**config.mk**
```make
export PLATFORM = sky130hd
export DESIGN_NAME = meb_bus
export DESIGN_NICKNAME = d
export VERILOG_FILES = /design/src/rtl/meb_cycle_timer.v /design/src/rtl/meb_bus.v
export VERILOG_INCLUDE_DIRS = /design/src /design/src/rtl
export SDC_FILE = /design/constraint.sdc
export NUM_CORES = 1
export LEC_CHECK = 0
export ABC_AREA = 1
export ABC_CLOCK_PERIOD_IN_PS = 2000
export BUFFER_PORTS_ARGS = -buffer_cell sky130_fd_sc_hd__buf_2
export CAP_MARGIN = 20
export CORE_UTILIZATION = 48
export DETAILED_ROUTE_END_ITERATION = 12
export PLACE_DENSITY = 0.75
export SLEW_MARGIN = 25
export SYNTH_ARGS = -nofsm -noshare
export SYNTH_HDL_FRONTEND = slang
export SYNTH_SLANG_ARGS = --single-unit
```
**constraint.sdc**
```tcl
create_clock -name core_clk -period 2 [get_ports core_clk]
set_clock_uncertainty 0.05 [all_clocks]
set_input_delay 0.2 -clock core_clk [delete_from_list [all_inputs] [get_ports core_clk]]
set_output_delay 0.2 -clock core_clk [all_outputs]
set_load 0.02 [all_outputs]
```
**src/rtl/meb_consts.vh**
```
`ifndef MEB_CONSTS_VH
`define MEB_CONSTS_VH

// Machine cycle rhythm.
`define MEB_CLKS_PER_CYCLE      4
`define MEB_PHASE_W             2
`define MEB_PHASE_ADDR          2'h0
`define MEB_PHASE_LAST          2'h3
`define MEB_SLOW_TIMER_CLKS     12
`define MEB_SLOW_TIMER_CYCLES   (`MEB_SLOW_TIMER_CLKS / `MEB_CLKS_PER_CYCLE)
`define MEB_SLOW_CNT_W          2
`define MEB_TIMER_COUNT         3

// Fastest external data move, in machine cycles.
`define MEB_DATA_MOVE_CYCLES    2

// Request kinds.
`define MEB_KIND_W              2
`define MEB_KIND_FETCH          2'h0
`define MEB_KIND_DATA_READ      2'h1
`define MEB_KIND_DATA_WRITE     2'h2

// Bus cycle states.
`define MEB_ST_W                2
`define MEB_ST_IDLE             2'h0
`define MEB_ST_FETCH            2'h1
`define MEB_ST_DATA_ADDR        2'h2
`define MEB_ST_DATA_STROBE      2'h3

// Reset level of the port pins and stages of the strap-pin filter.
`define MEB_PORT_RESET          8'hFF
`define MEB_SYNC_STAGES         3

`endif

```
**src/rtl/meb_cycle_timer.v**
```verilog
`timescale 1ns/1ns
`include "meb_consts.vh"

module meb_cycle_timer #(
  parameter TIMERS = `MEB_TIMER_COUNT
) (
  input  wire              core_clk,
  input  wire              rst_n,
  input  wire [TIMERS-1:0] timer_fast_sel,
  output reg  [1:0]        phase,
  output wire              cycle_end,
  output reg  [TIMERS-1:0] timer_tick
);

  reg  [`MEB_SLOW_CNT_W-1:0] slow_cnt;
  wire                       slow_hit;
  wire [1:0]                 next_phase;
  genvar                     i;

  // Four clocks make a machine cycle and no cycle is ever skipped.
  assign next_phase = phase + 2'h1;
  assign cycle_end  = (phase == `MEB_PHASE_LAST);
  assign slow_hit   = cycle_end &&
                      (slow_cnt == (`MEB_SLOW_TIMER_CYCLES - 1));

  always @(posedge core_clk) begin
    if (!rst_n) begin
      phase    <= 2'h0;
      slow_cnt <= 2'h0;
    end else begin
      phase <= next_phase;
      if (slow_hit)
        slow_cnt <= 2'h0;
      else if (cycle_end)
        slow_cnt <= slow_cnt + 2'h1;
    end
  end

  // Each timer picks its own rate: once per machine cycle, or once per three.
  generate
    for (i = 0; i < TIMERS; i = i + 1) begin : g_tick
      always @(posedge core_clk) begin
        if (!rst_n)
          timer_tick[i] <= 1'b0;
        else
          timer_tick[i] <= timer_fast_sel[i] ? cycle_end : slow_hit;
      end
    end
  endgenerate

endmodule

```
**src/rtl/meb_bus.v**
```verilog
// Function
// Program memory is enabled by the strobe program_store_strobe_n driven low during fetches.
// program_store_strobe_n stays high through every data access and throughout reset.
// The address latch strobe is forced high while reset is held.
// The outside latch captures the low address byte from the port with the latch strobe.
// While the latch strobe is high the port carries the low address byte. In idle cycles the code releases the port instead.
// After the latch strobe falls the port serves as a data bus until the cycle ends.
// The data bus reads code and reads or writes external data memory and peripherals.
// The port has no software latch and is driven only by bus cycles.
// The port stands high while reset is held.
// Every machine cycle is four clocks with no dummy cycles.
// One latch strobe pulse is given in every machine cycle.
// An external data move takes at least two machine cycles, eight clocks.
// One machine cycle is spent per instruction byte, so instructions take one to five cycles.
// Timers advance every twelve clocks by default, each selectable to every four.
// Instruction effects match the classic instruction set; only timing differs.
// External parts drive read data before the read strobe ends and release afterwards.
`timescale 1ns/1ns
`include "meb_consts.vh"

module meb_bus #(
  parameter TIMERS = `MEB_TIMER_COUNT
) (
  input  wire                   core_clk,
  input  wire                   rst_n,
  input  wire                   req_valid,
  output wire                   req_ready,
  input  wire [`MEB_KIND_W-1:0] req_kind,
  input  wire [7:0]             req_addr,
  input  wire [7:0]             req_wdata,
  output reg                    resp_valid,
  output reg  [7:0]             resp_rdata,
  output reg                    access_fault,
  input  wire [TIMERS-1:0]      timer_fast_sel,
  output wire [TIMERS-1:0]      timer_tick,
  input  wire                   external_access_n,
  output reg                    addr_latch_strobe,
  output reg                    program_store_strobe_n,
  output reg                    data_read_strobe_n,
  output reg                    data_write_strobe_n,
  input  wire [7:0]             muxed_addr_data_in,
  output reg  [7:0]             muxed_addr_data_out,
  output reg                    muxed_addr_data_oe
);

  reg  [`MEB_ST_W-1:0]   state;
  reg  [`MEB_KIND_W-1:0] kind;
  reg  [7:0]             addr;
  reg  [7:0]             wdata;
  reg  [`MEB_ST_W-1:0]   next_state;
  reg  [`MEB_KIND_W-1:0] next_kind;
  reg  [7:0]             next_addr;
  reg  [7:0]             next_wdata;
  reg                    next_ale;
  reg                    next_program_store_strobe_n_n;
  reg                    next_rd_n;
  reg                    next_wr_n;
  reg  [7:0]             next_port;
  reg                    next_oe;
  reg  [`MEB_SYNC_STAGES-1:0] ea_sync;
  reg                    ext_access_ok;
  wire [1:0]             phase;
  wire [1:0]             next_phase;
  wire                   cycle_end;
  wire                   accept;
  wire                   sample;

  // Kind decoding is needed by both the next-state and the pin logic, so it
  // lives in functions to keep the two views from drifting apart.
  // A kind code of three is not a data move and is run as a fetch.

  function is_write;
    input [`MEB_KIND_W-1:0] k;
    begin
      is_write = (k == `MEB_KIND_DATA_WRITE);
    end
  endfunction

  function is_data;
    input [`MEB_KIND_W-1:0] k;
    begin
      is_data = (k == `MEB_KIND_DATA_READ) || (k == `MEB_KIND_DATA_WRITE);
    end
  endfunction

  meb_cycle_timer #(
    .TIMERS (TIMERS)
  ) u_cycle (
    .core_clk       (core_clk),
    .rst_n          (rst_n),
    .timer_fast_sel (timer_fast_sel),
    .phase          (phase),
    .cycle_end      (cycle_end),
    .timer_tick     (timer_tick)
  );

  assign next_phase = phase + 2'h1;

  // The strap pin is asynchronous, so it is filtered before use.
  // The chain starts at the inactive level, so no request is accepted until
  // the pin has been seen low on two stages in a row after reset.
  always @(posedge core_clk) begin
    if (!rst_n) begin
      ea_sync       <= 3'h7;
      ext_access_ok <= 1'b0;
    end else begin
      ea_sync <= {ea_sync[1:0], external_access_n};
      if (ea_sync[1] == ea_sync[2])
        ext_access_ok <= ~ea_sync[2];
    end
  end

  // A new request starts only on a machine cycle boundary. The second
  // cycle of a data move is never shared, so ready drops while it is due.
  assign req_ready = cycle_end && ext_access_ok &&
                     (state != `MEB_ST_DATA_ADDR);
  assign accept    = req_valid && req_ready;

  always @* begin
    next_state = state;
    next_kind  = kind;
    next_addr  = addr;
    next_wdata = wdata;
    if (cycle_end) begin
      if (state == `MEB_ST_DATA_ADDR) begin
        next_state = `MEB_ST_DATA_STROBE;
      end else if (accept) begin
        next_kind  = req_kind;
        next_addr  = req_addr;
        next_wdata = req_wdata;
        if (is_data(req_kind))
          next_state = `MEB_ST_DATA_ADDR;
        else
          next_state = `MEB_ST_FETCH;
      end else begin
        next_state = `MEB_ST_IDLE;
      end
    end
  end

  // Pin levels for the coming clock, so that every pin is a flip-flop and
  // all of them move on the same edge as the state.
  // Write data is driven in both cycles of a write so the port never floats
  // between address and data; reads and fetches release it after the strobe.
  // The latch strobe pulses even in idle cycles, which keeps the rhythm fixed
  // for anything that counts machine cycles on the pin.
  always @* begin
    next_ale    = (next_phase == `MEB_PHASE_ADDR);
    next_program_store_strobe_n_n = 1'b1;
    next_rd_n   = 1'b1;
    next_wr_n   = 1'b1;
    next_port   = `MEB_PORT_RESET;
    next_oe     = 1'b0;
    if (next_phase == `MEB_PHASE_ADDR) begin
      if (next_state != `MEB_ST_IDLE) begin
        next_port = next_addr;
        next_oe   = 1'b1;
      end
    end else begin
      if (next_state == `MEB_ST_FETCH)
        next_program_store_strobe_n_n = 1'b0;
      if (next_state == `MEB_ST_DATA_STROBE) begin
        next_rd_n = is_write(next_kind);
        next_wr_n = ~is_write(next_kind);
      end
      if (is_data(next_state == `MEB_ST_IDLE ? `MEB_KIND_FETCH : next_kind) &&
          is_write(next_kind) && (next_state != `MEB_ST_FETCH)) begin
        next_port = next_wdata;
        next_oe   = 1'b1;
      end
    end
  end

  // No software write path exists; the port follows bus cycles only.
  // In reset the port is driven high rather than released, so that the pins
  // show a defined level even without pull-ups on the board.
  always @(posedge core_clk) begin
    if (!rst_n) begin
      state                  <= `MEB_ST_IDLE;
      kind                   <= `MEB_KIND_FETCH;
      addr                   <= 8'h00;
      wdata                  <= 8'h00;
      addr_latch_strobe      <= 1'b1;
      program_store_strobe_n <= 1'b1;
      data_read_strobe_n     <= 1'b1;
      data_write_strobe_n    <= 1'b1;
      muxed_addr_data_out    <= `MEB_PORT_RESET;
      muxed_addr_data_oe     <= 1'b1;
    end else begin
      state                  <= next_state;
      kind                   <= next_kind;
      addr                   <= next_addr;
      wdata                  <= next_wdata;
      addr_latch_strobe      <= next_ale;
      program_store_strobe_n <= next_program_store_strobe_n_n;
      data_read_strobe_n     <= next_rd_n;
      data_write_strobe_n    <= next_wr_n;
      muxed_addr_data_out    <= next_port;
      muxed_addr_data_oe     <= next_oe;
    end
  end

  // Read data is taken on the edge that ends the strobe. The port is timed
  // by our own strobes, so it is sampled directly rather than synchronised.
  assign sample = (phase == `MEB_PHASE_LAST) &&
                  ((state == `MEB_ST_FETCH) || (state == `MEB_ST_DATA_STROBE));

  always @(posedge core_clk) begin
    if (!rst_n) begin
      resp_valid   <= 1'b0;
      resp_rdata   <= 8'h00;
      access_fault <= 1'b0;
    end else begin
      resp_valid   <= sample;
      access_fault <= cycle_end && req_valid && !ext_access_ok;
      // The byte is handed to the core exactly as read, so instruction effects
      // are left entirely to the core and only the timing is set here.
      // A write leaves the last read byte in place for the core to reuse.
      if (sample && !is_write(kind))
        resp_rdata <= muxed_addr_data_in;
    end
  end

endmodule

```
==> results of run 1 <==
cells in the mapped netlist:
cell type / count
nor3b_1: 1
nand2_2: 2
o21ai_0: 9
buf_2: 4
nor2_1: 45
a21oi_1: 4
nand3_2: 1
inv_1: 29
o21ai_1: 16
nor2_2: 1
nor2_8: 2
nor2_4: 1
inv_2: 1
dfxtp_1: 54
and2_1: 1
o21ai_2: 2
clkbuf_1: 4
a21oi_2: 2
or2_2: 4
nand3_4: 1
ha_1: 3
nand3_1: 19
clkinv_1: 1
nand2_1: 54
metrics by stage:
stage / cell area, sq um / hold slack (ps)
global route: 2534 / 20.03
detailed placement: 2419 / 345.5
floorplan: 2053 / 256.6
CTS: 2531 / 29.58
global placement: 2419 / 335.2
finish: 2534 / 32.84
registers in the layout, summed over array words and instances, names as in the netlist:
register,cells
access_fault,1
addr,8
addr_latch_strobe,1
data_read_strobe_n,1
data_write_strobe_n,1
ea_sync,3
ext_access_ok,1
kind,2
muxed_addr_data_oe,1
muxed_addr_data_out,8
program_store_strobe_n,1
resp_rdata,8
resp_valid,1
state,2
u_cycle.phase,2
u_cycle.slow_cnt,2
u_cycle.timer_tick,3
wdata,8
worst max-delay path, stage by stage (launching register included):
cell and delay (ps):
dfxtp_1 370, ha_2 250, nand2_2 80, clkinv_1 70, nand3_4 170, nor2_2 180, nor2_4 80, nand2_2 170
nand3_1 120, nand2_1 80, nand2_1 50
repair_timing:
item,CTS,global route
endpoints found under the setup margin,0,6
setup buffers,0,0
hold buffers,0,0
resized for setup,0,1
area by class of cell:
class | instances | share of cell area (%)
multi-input cells | 168 | 32.49
repair buffers | 63 | 13.33
inverters | 31 | 4.593
well taps | 50 | 2.469
flip-flops and latches | 54 | 42.67
clock inverters | 1 | 1.185
clock buffers | 6 | 3.259
layer usage:
metal	up-vias	global-route usage, %	share of wire [%]
li1	930	-	-
met1	796	26.12	47
met2	58	35.25	46
met3	8	6.250	5.4
met4	0	8.777	2.1
met5	-	0	0
logic make-up after synthesis:
logic type / after synthesis
AO/OA/AOI/OAI: 33
adder cells (fa/ha/maj): 3
buffers and inverters: 39
flip-flops: 54
AND/OR/NAND/NOR: 132
worst paths after layout:
kind	end	start	cells after the start	slack (ps)
hold / removal	ea_sync[0]	external_access_n	2	30
hold reg to reg	ext_access_ok	ea_sync[2]	1	360
setup reg to reg	muxed_addr_data_out[1]	u_cycle.phase[0]	10	210
setup / recovery	muxed_addr_data_out[1]	u_cycle.phase[0]	10	210
power by group through the flow:
stage	clock network [uW]	registers, uW	logic [uW]
2_1_floorplan	0	1130	49.3
3_3_place_gp	0	1120	116
3_5_place_dp	0	1120	117
4_1_cts	749	1100	117
5_1_grt	796	1100	133
6_report	736	1100	117
==> summary.md, run 1 <==
| Metric | Value |
|---|---|
| Pwr dens | `slightly below 800 nW/um^2` |
| Pleak | `0.001253 uW` |
| Min-Delay Path Class | `in2reg` |
| Peak VDD IR | `approximately 0.47 mV` |
| Combinational power share | `~6.0%` |
| Post-synth top area share | `between 50% and 60%` |
| Simple-gate share of the synthesized area | `29.37%` |
| # setup viols final | `0` |
| Mapped Cells | `about 260` |
| Post-Layout Cell Count | `around 370` |
| Vias in the first global route | `between 1,500 and 2,000` |
| DR iter-0 viols | `roughly 110` |
| Fmax | `between 500 and 600 MHz` |
| Syn_nets | `roughly 300` |
| P_int | `approximately 1500 uW` |
| Seq/Total Area, Yosys | `between 50% and 60%` |
| Initial antenna violation count | `0` |
| Post-route minimum period | `about 1800 ps` |
| Post-Route WL | `4134 um` |
| Yosys cell types | `24` |
| Critical path data arrival time | `between 1500 and 2000 ps` |
| Syn avg cell area | `between 7 and 8 sq um` |
| Synth top area cells | `dfxtp_1, nand2_1, nor2_1` |
| GPL Wtd Cong | `between 0.7 and 0.8` |
| Clock sink count | `54` |
| Placed cells | `366` |
| Post-synth top area cell | `dfxtp_1` |
| Worst slack at placement | `188.0 ps` |
| H-tree depth | `2` |
| Initial core utilization | `50.60%` |
| DR WL/cell | `approximately 11 um` |
| Final Cycle Share | `roughly nine tenths` |
| Synth warn | `0` |
| Post-Synth XOR/XNOR Area | `0%` |
| Clk Latency, worst-skew pair | `~300 ps` |
| Kind of critical path | `reg2reg` |
| First-pass GRT wire length | `7169 um` |
| RSZ-0062 raised after global routing | `no` |
| Final Slew Violations | `0` |
| Max_cap viols | `0` |
| DRC viols | `0` |
| Most common cell after layout, fill and taps aside | `buf_2` |
| Pwr Total | `1950 uW` |
| Fraction of the mapped netlist area in compound gates | `about 8.8%` |
| Largest net degree at the start of global routing | `25` |
| Most frequent cells in the layout | `buf_2, nand2_1, dfxtp_1, nor2_1, inv_1` |
| Sw Pwr | `between 400 and 500 uW` |
| Synthesized area | `roughly 2100 sq um` |
| Num CTS Buffers | `5` |
| Global Route Usage Sum | `a little over a fifth` |
| WP data required | `2150 ps` |
| Fin Setup TNS | `0 ps` |
| Clock Path Buffers | `2` |
| Clk pwr share | `37.7%` |
| Post-layout util | `between 60% and 70%` |
| Via count | `1,792` |
| Seq pwr share | `56.2%` |
| Slack of the critical path | `between 200 and 250 ps` |
| IO Pins | `60` |
| Die area | `approximately 4500 sq um` |
| Core Rows | `23` |
| Routed Antenna Nets | `0` |
| Main combinational cell family by area after synthesis | `simple AND/OR/NAND/NOR gates` |
| PortBufs | `59` |
| Root Buffer | `clkbuf_8` |
| Sw Ratio | `between 20% and 30%` |
| CP Launch Type | `register` |
| Kind of end point of the critical path | `register` |
| Flops & latches, synth | `54` |
| CP max FO | `14` |
| Status | `completed` |
| Die W | `67.40 um` |
| Core area | `4058 sq um` |
| GR Overflow Total | `0` |
| Rel. slew slack | `78.12%` |
| Area delta synth->final | `23.40%` |
| Synth Area in Adders | `about 1.8%` |
| # diodes | `0` |
| DIE HEIGHT | `between 60 and 70 um` |
| Slew @ Worst Pin | `~330 ps` |
| Routed vias/inst | `roughly 4.8` |
| Seq. cell area | `1081 sq um` |
| Clock transition at path regs | `approximately 90 ps` |
| Combined area of the multi-input logic cells | `823.3 sq um` |
| DRT Pass-1 Iters | `4` |
| Nets | `approximately 360` |
| Mux cell area share after synthesis | `0%` |
| Share of layout cells above drive strength 1 | `a little over a quarter` |
| Post-DP HPWL | `about 3000 um` |
| Fill cell count | `between 300 and 400` |
| Final Hold Fails | `0` |
| CTS tree | `yes` |
Power figures use the tool's default switching activity.
==> run 2: changes to the inputs <==
- CORE_MARGIN: default -> 2
- PLACE_DENSITY: 0.75 -> default
- PLACE_DENSITY_LB_ADDON: default -> 0.3
==> summary.md, run 2 (synthesized netlist as in run 1, its figures left out) <==
| Metric | Value |
|---|---|
| Status | `completed (unchanged)` |
| Slack of the critical path | `222.6 ps (was 206.3 ps)` |
| CTS tree | `yes (unchanged)` |
| Die area | `4816 sq um (was 4543 sq um)` |
| Clock sink count | `54 (unchanged)` |
| Largest net degree at the start of global routing | `25 (unchanged)` |
| Hold EP | `ea_sync[0] (unchanged)` |
| Core area | `4058 sq um (unchanged)` |
| Worst hold margin | `25.28 ps (was 32.84 ps)` |
| GRT met1 Usage | `23.05% (was 26.12%)` |
| DR WL/cell | `11.08 um (about the same)` |
| PortBufs | `59 (unchanged)` |
| Kind of end point of the critical path | `register (unchanged)` |
| Critical path data arrival time | `1930 ps (was 1940 ps)` |
| Max_cap viols | `0 (unchanged)` |
| Area after DPL | `2419 sq um (unchanged)` |
| DR iter-0 viols | `60 (was 109)` |
| Fill cell count | `377 (was 368)` |
| Post-route minimum period | `1777 ps (was 1794 ps)` |
| Fmax | `562.6 MHz (was 557.5 MHz)` |
| Met2 Resource Use GR | `29.06% (was 35.25%)` |
| Initial core utilization | `50.60% (unchanged)` |
| Top Usage Layer GRT | `met2 (unchanged)` |
| Vias in the first global route | `1,639 (was 1,677)` |
| Setup Buffers After CTS | `0 (unchanged)` |
| DIE HEIGHT | `69.40 um (was 67.40 um)` |
| RSZ-0062 raised after global routing | `no (unchanged)` |
| Final Hold Fails | `0 (unchanged)` |
| Routed vias/inst | `4.765 (was 4.804)` |
| Post-DP HPWL | `2974 um (was 2980 um)` |
| Global Route Usage Sum | `18.06% (was 21.47%)` |
| Fin Setup TNS | `0 ps (unchanged)` |
| R2R setup slack | `220 ps (was 210 ps)` |
| Die W | `69.40 um (was 67.40 um)` |
| Reg2reg end | `muxed_addr_data_out[1] (unchanged)` |
| Final Cycle Share | `88.87% (was 89.69%)` |
| Routed Antenna Nets | `0 (unchanged)` |
| Post-Route WL | `4143 um (was 4134 um)` |
| Slew @ Worst Pin | `339.7 ps (was 328.2 ps)` |
| First-pass GRT wire length | `7093 um (was 7169 um)` |
| Hold Crit Depth | `2 (unchanged)` |
| Peak VDD IR | `0.5275 mV (was 0.4747 mV)` |
| Kind of critical path | `reg2reg (unchanged)` |
| Most common cell after layout, fill and taps aside | `buf_2 (unchanged)` |
| Design area | `2516 sq um (was 2534 sq um)` |
| H-tree depth | `2 (unchanged)` |
| Pwr Total | `1833 uW (was 1950 uW)` |
| Pleak | `0.001243 uW (was 0.001253 uW)` |
| IO Pins | `60 (unchanged)` |
| Share of layout cells above drive strength 1 | `27.47% (was 27.24%)` |
| Most frequent cells in the layout | `buf_2, nand2_1, dfxtp_1, nor2_1, inv_1 (unchanged)` |
| Rel. slew slack | `77.36% (was 78.12%)` |
| Clk Latency, worst-skew pair | `310 ps (was 300 ps)` |
| GR Overflow Total | `0 (unchanged)` |
| DRC viols | `0 (unchanged)` |
| Core Rows | `23 (unchanged)` |
| Via count | `1,782 (was 1,792)` |
| # setup viols final | `0 (unchanged)` |
| CP max FO | `14 (unchanged)` |
| GPL Wtd Cong | `0.7402 (was 0.7846)` |
| Hold path start | `external_access_n (unchanged)` |
| Area delta synth->final | `22.55% (was 23.40%)` |
| R2R Path Start | `u_cycle.phase[0] (unchanged)` |
| Worst slack at placement | `199.3 ps (was 188.0 ps)` |
| Nets | `359 (unchanged)` |
| Initial antenna violation count | `0 (unchanged)` |
| WP data required | `2150 ps (about the same)` |
| Min-Delay Path Class | `in2reg (unchanged)` |
| Clock Path Buffers | `2 (unchanged)` |
| CP Launch Type | `register (unchanged)` |
| FF-to-FF path depth | `10 (unchanged)` |
| Num CTS Buffers | `5 (unchanged)` |
| Root Buffer | `clkbuf_8 (unchanged)` |
| # diodes | `0 (unchanged)` |
| Final Slew Violations | `0 (unchanged)` |
| Pwr dens | `728.4 nW/um^2 (was 769.6 nW/um^2)` |
| Clock transition at path regs | `90 ps (about the same)` |
| GR Layer Usage met3 | `6.105% (was 6.250%)` |
| DRT Pass-1 Iters | `4 (unchanged)` |
-- run 2: cell types whose count changed in the layout (fill, tap and decap cells not counted), sizes merged --
cell,before,now
bufinv,1,0
clkinv,1,2
clkinvlp,0,1
-- run 2: power breakdown --
part	internal [uW]	switching (uW)
logic	47.2	70.7
registers	1090	6.35
clock network	279	340
total	1420	417
-- run 2: area by class of cell --
cell class	instances	area [sq um]	area share (%)
well taps	50	62.56	2.486
inverters	31	116.4	4.625
clock inverters	2	12.51	0.4973
flip-flops and latches	54	1081	42.96
clock buffers	6	82.58	3.282
multi-input cells	168	823.3	32.72
repair buffers	63	337.8	13.43
-- run 2: worst max-delay path by stage --
stage,start,end,depth (start not counted)
after floorplan,u_cycle.phase[0],muxed_addr_data_out[0],10
after detailed placement,u_cycle.phase[0],muxed_addr_data_out[7],10
after CTS,u_cycle.phase[0],muxed_addr_data_out[7],10
after global placement,u_cycle.phase[0],muxed_addr_data_out[1],10
final,u_cycle.phase[0],muxed_addr_data_out[1],10
after global routing,u_cycle.phase[0],muxed_addr_data_out[0],10
-- run 2: metal layers --
layer  wire length (um)  part of all wire [%]
met1               1971                    48
met2               1910                    46
met3                220                   5.3
met4                 40                  0.97
met5                  0                     0
-- run 2: worst max-delay path: stages, from the launching register on --
cell and delay [ps]:
dfxtp_1 380, ha_2 260, nand2_2 80, clkinv_1 70, nand3_4 170, nor2_2 180
nor2_4 80, nand2_2 180, nand3_1 110, nand2_1 70, nand2_1 40
-- run 2: through the flow --
step                cells  utilization, %
floorplan             261               -
global placement      366           59.61
detailed placement    366           59.61
CTS                   374           61.95
global route          374           62.01
finish                374           62.01
-- run 2: timing repair --
item / in CTS / in global routing
hold buffers: 0 / 0
gates resized for setup: 0 / 1
endpoints found under the setup margin: 0 / 1
==> run 3: changes to the inputs <==
- BUFFER_PORTS_ARGS: -buffer_cell sky130_fd_sc_hd__buf_2 -> default
- DONT_BUFFER_PORTS: default -> 1
==> summary.md, run 3 (synthesized netlist as in run 1, its figures left out) <==
| Metric | Value |
|---|---|
| Fmax | `559.3 MHz (was 562.6 MHz)` |
| Max_cap viols | `0 (unchanged)` |
| Peak VDD IR | `0.3865 mV (was 0.5275 mV)` |
| Routed vias/inst | `4.960 (was 4.765)` |
| Initial core utilization | `50.60% (unchanged)` |
| DIE HEIGHT | `69.40 um (unchanged)` |
| Vias in the first global route | `1,516 (was 1,639)` |
| Design area | `2367 sq um (was 2516 sq um)` |
| DR WL/cell | `12.51 um (was 11.08 um)` |
| Share of layout cells above drive strength 1 | `10.43% (was 27.47%)` |
| Post-layout util | `58.34% (was 62.01%)` |
| Num CTS Buffers | `5 (unchanged)` |
| Fin Setup TNS | `0 ps (unchanged)` |
| Post-route minimum period | `1788 ps (was 1777 ps)` |
| Crit-path cells | `ha_2 > nand2_2 > clkinv_1 > nand3_4 > nor2_2 > nor2_4 > nand2_2 > nand3_1 > nand2_1 > nand2_1 (unchanged)` |
| DR iter-0 viols | `82 (was 60)` |
| Clk Latency, worst-skew pair | `300 ps (was 310 ps)` |
| CTS tree | `yes (unchanged)` |
| Area delta synth->final | `15.30% (was 22.55%)` |
| Setup Buffers After CTS | `0 (unchanged)` |
| First-pass GRT wire length | `6906 um (was 7093 um)` |
| Nets | `313 (was 359)` |
| Pleak | `0.001071 uW (was 0.001243 uW)` |
| Slew @ Worst Pin | `788.0 ps (was 339.7 ps)` |
| Die W | `69.40 um (unchanged)` |
| Critical path data arrival time | `1900 ps (was 1930 ps)` |
| Die area | `4816 sq um (unchanged)` |
| Pwr Total | `1901 uW (was 1833 uW)` |
| Combined area of the multi-input logic cells | `823.3 sq um (unchanged)` |
| Status | `completed (unchanged)` |
| GR Overflow Total | `0 (unchanged)` |
| Seq. cell area | `1081 sq um (unchanged)` |
| CP Launch Type | `register (unchanged)` |
| Post-Route WL | `4102 um (was 4143 um)` |
| Core area | `4058 sq um (unchanged)` |
| RSZ-0062 raised after global routing | `no (unchanged)` |
| Fill cell count | `380 (was 377)` |
| Slowest cell on crit path | `dfxtp_1 (unchanged)` |
| Kind of critical path | `reg2reg (unchanged)` |
| Final Cycle Share | `89.39% (was 88.87%)` |
| Kind of end point of the critical path | `register (unchanged)` |
| CP max stage delay | `370 ps (was 380 ps)` |
| Largest net degree at the start of global routing | `28 (was 25)` |
| Final Slew Violations | `0 (unchanged)` |
| WP data required | `2120 ps (was 2150 ps)` |
| CP max FO | `11 (was 14)` |
| Core Rows | `23 (unchanged)` |
| Rel. slew slack | `47.29% (was 77.36%)` |
| # diodes | `0 (unchanged)` |
| Clock Path Buffers | `2 (unchanged)` |
| Pwr dens | `803.1 nW/um^2 (was 728.4 nW/um^2)` |
| Clock transition at path regs | `90 ps (about the same)` |
| # setup viols final | `0 (unchanged)` |
| Global Route Usage Sum | `18.13% (was 18.06%)` |
| Root Buffer | `clkbuf_8 (unchanged)` |
| GPL Wtd Cong | `0.7743 (was 0.7402)` |
| DRT Pass-1 Iters | `4 (unchanged)` |
| Placed cells | `306 (was 366)` |
| Area after DPL | `2116 sq um (was 2419 sq um)` |
| DRC viols | `0 (unchanged)` |
| Via count | `1,627 (was 1,782)` |
| Final Hold Fails | `0 (unchanged)` |
| Most frequent cells in the layout | `nand2_1, dfxtp_1, nor2_1, inv_1, nand3_1 (was buf_2, nand2_1, dfxtp_1, nor2_1, inv_1)` |
| H-tree depth | `2 (unchanged)` |
| Min-Delay Path Class | `in2reg (unchanged)` |
| Initial antenna violation count | `0 (unchanged)` |
| IO Pins | `60 (unchanged)` |
| Clock sink count | `54 (unchanged)` |
| PortBufs | `0 (was 59)` |
| Routed Antenna Nets | `0 (unchanged)` |
| Post-DP HPWL | `2750 um (was 2974 um)` |
| Post-Layout Cell Count | `328 (was 374)` |
==> run 3: critical path, delay by kind of cell (launching register included) <==
family,cells,cell delay [ps]
adder cells (fa/ha/maj),1,250
flip-flops,1,370
AND/OR/NAND/NOR,8,900
buffers and inverters,1,70
==> run 3: cell type report <==
| cell class | count | share of cell area [%] |
|---|---|---|
| clock buffer | 5 | 2.907 |
| clock inverter | 3 | 1.691 |
| inverter | 31 | 4.915 |
| multi-input combinational | 168 | 34.78 |
| sequential | 54 | 45.67 |
| tap | 50 | 2.643 |
| timing repair buffer | 17 | 7.400 |
==> run 3: final timing paths <==
check                         from                      to  slack, ps  cells past startpoint
hold / removal         req_addr[4]                 addr[4]         20                      2
setup reg to reg  u_cycle.phase[0]  muxed_addr_data_out[0]        210                     10
setup / recovery  u_cycle.phase[0]  muxed_addr_data_out[0]        210                     10
hold reg to reg         ea_sync[2]           ext_access_ok        360                      1
==> run 3: stage by stage <==
stage               worst slack [ps]  hold WS, ps
global route                   34.72        16.36
CTS                            153.5        10.70
detailed placement             218.5        227.0
floorplan                      387.5        256.6
global placement               262.9        223.7
finish                         212.1        15.34
==> run 3: what timing repair did <==
action,in CTS,in global routing
gates resized for setup,0,1
hold endpoints to repair,28,0
hold buffers,14,0
setup endpoints to repair,0,5
==> run 3: layer usage <==
| layer | track usage (%) | vias to the layer above | routed length, um |
|---|---|---|---|
| met3 | 7.267 | 4 | 306 |
| li1 | - | 843 | - |
| met1 | 23.46 | 728 | 1916 |
| met2 | 27.56 | 52 | 1826 |
| met4 | 6.100 | 0 | 53 |
| met5 | 0 | - | 0 |
==> run 3: report_power, final <==
part | switching (uW) | internal (uW) | leakage, uW
Clock | 340 | 369 | 0.0000579
Sequential | 15.9 | 1090 | 0.000438
Combinational | 50.3 | 36.0 | 0.000576
Total | 406 | 1500 | 0.00107
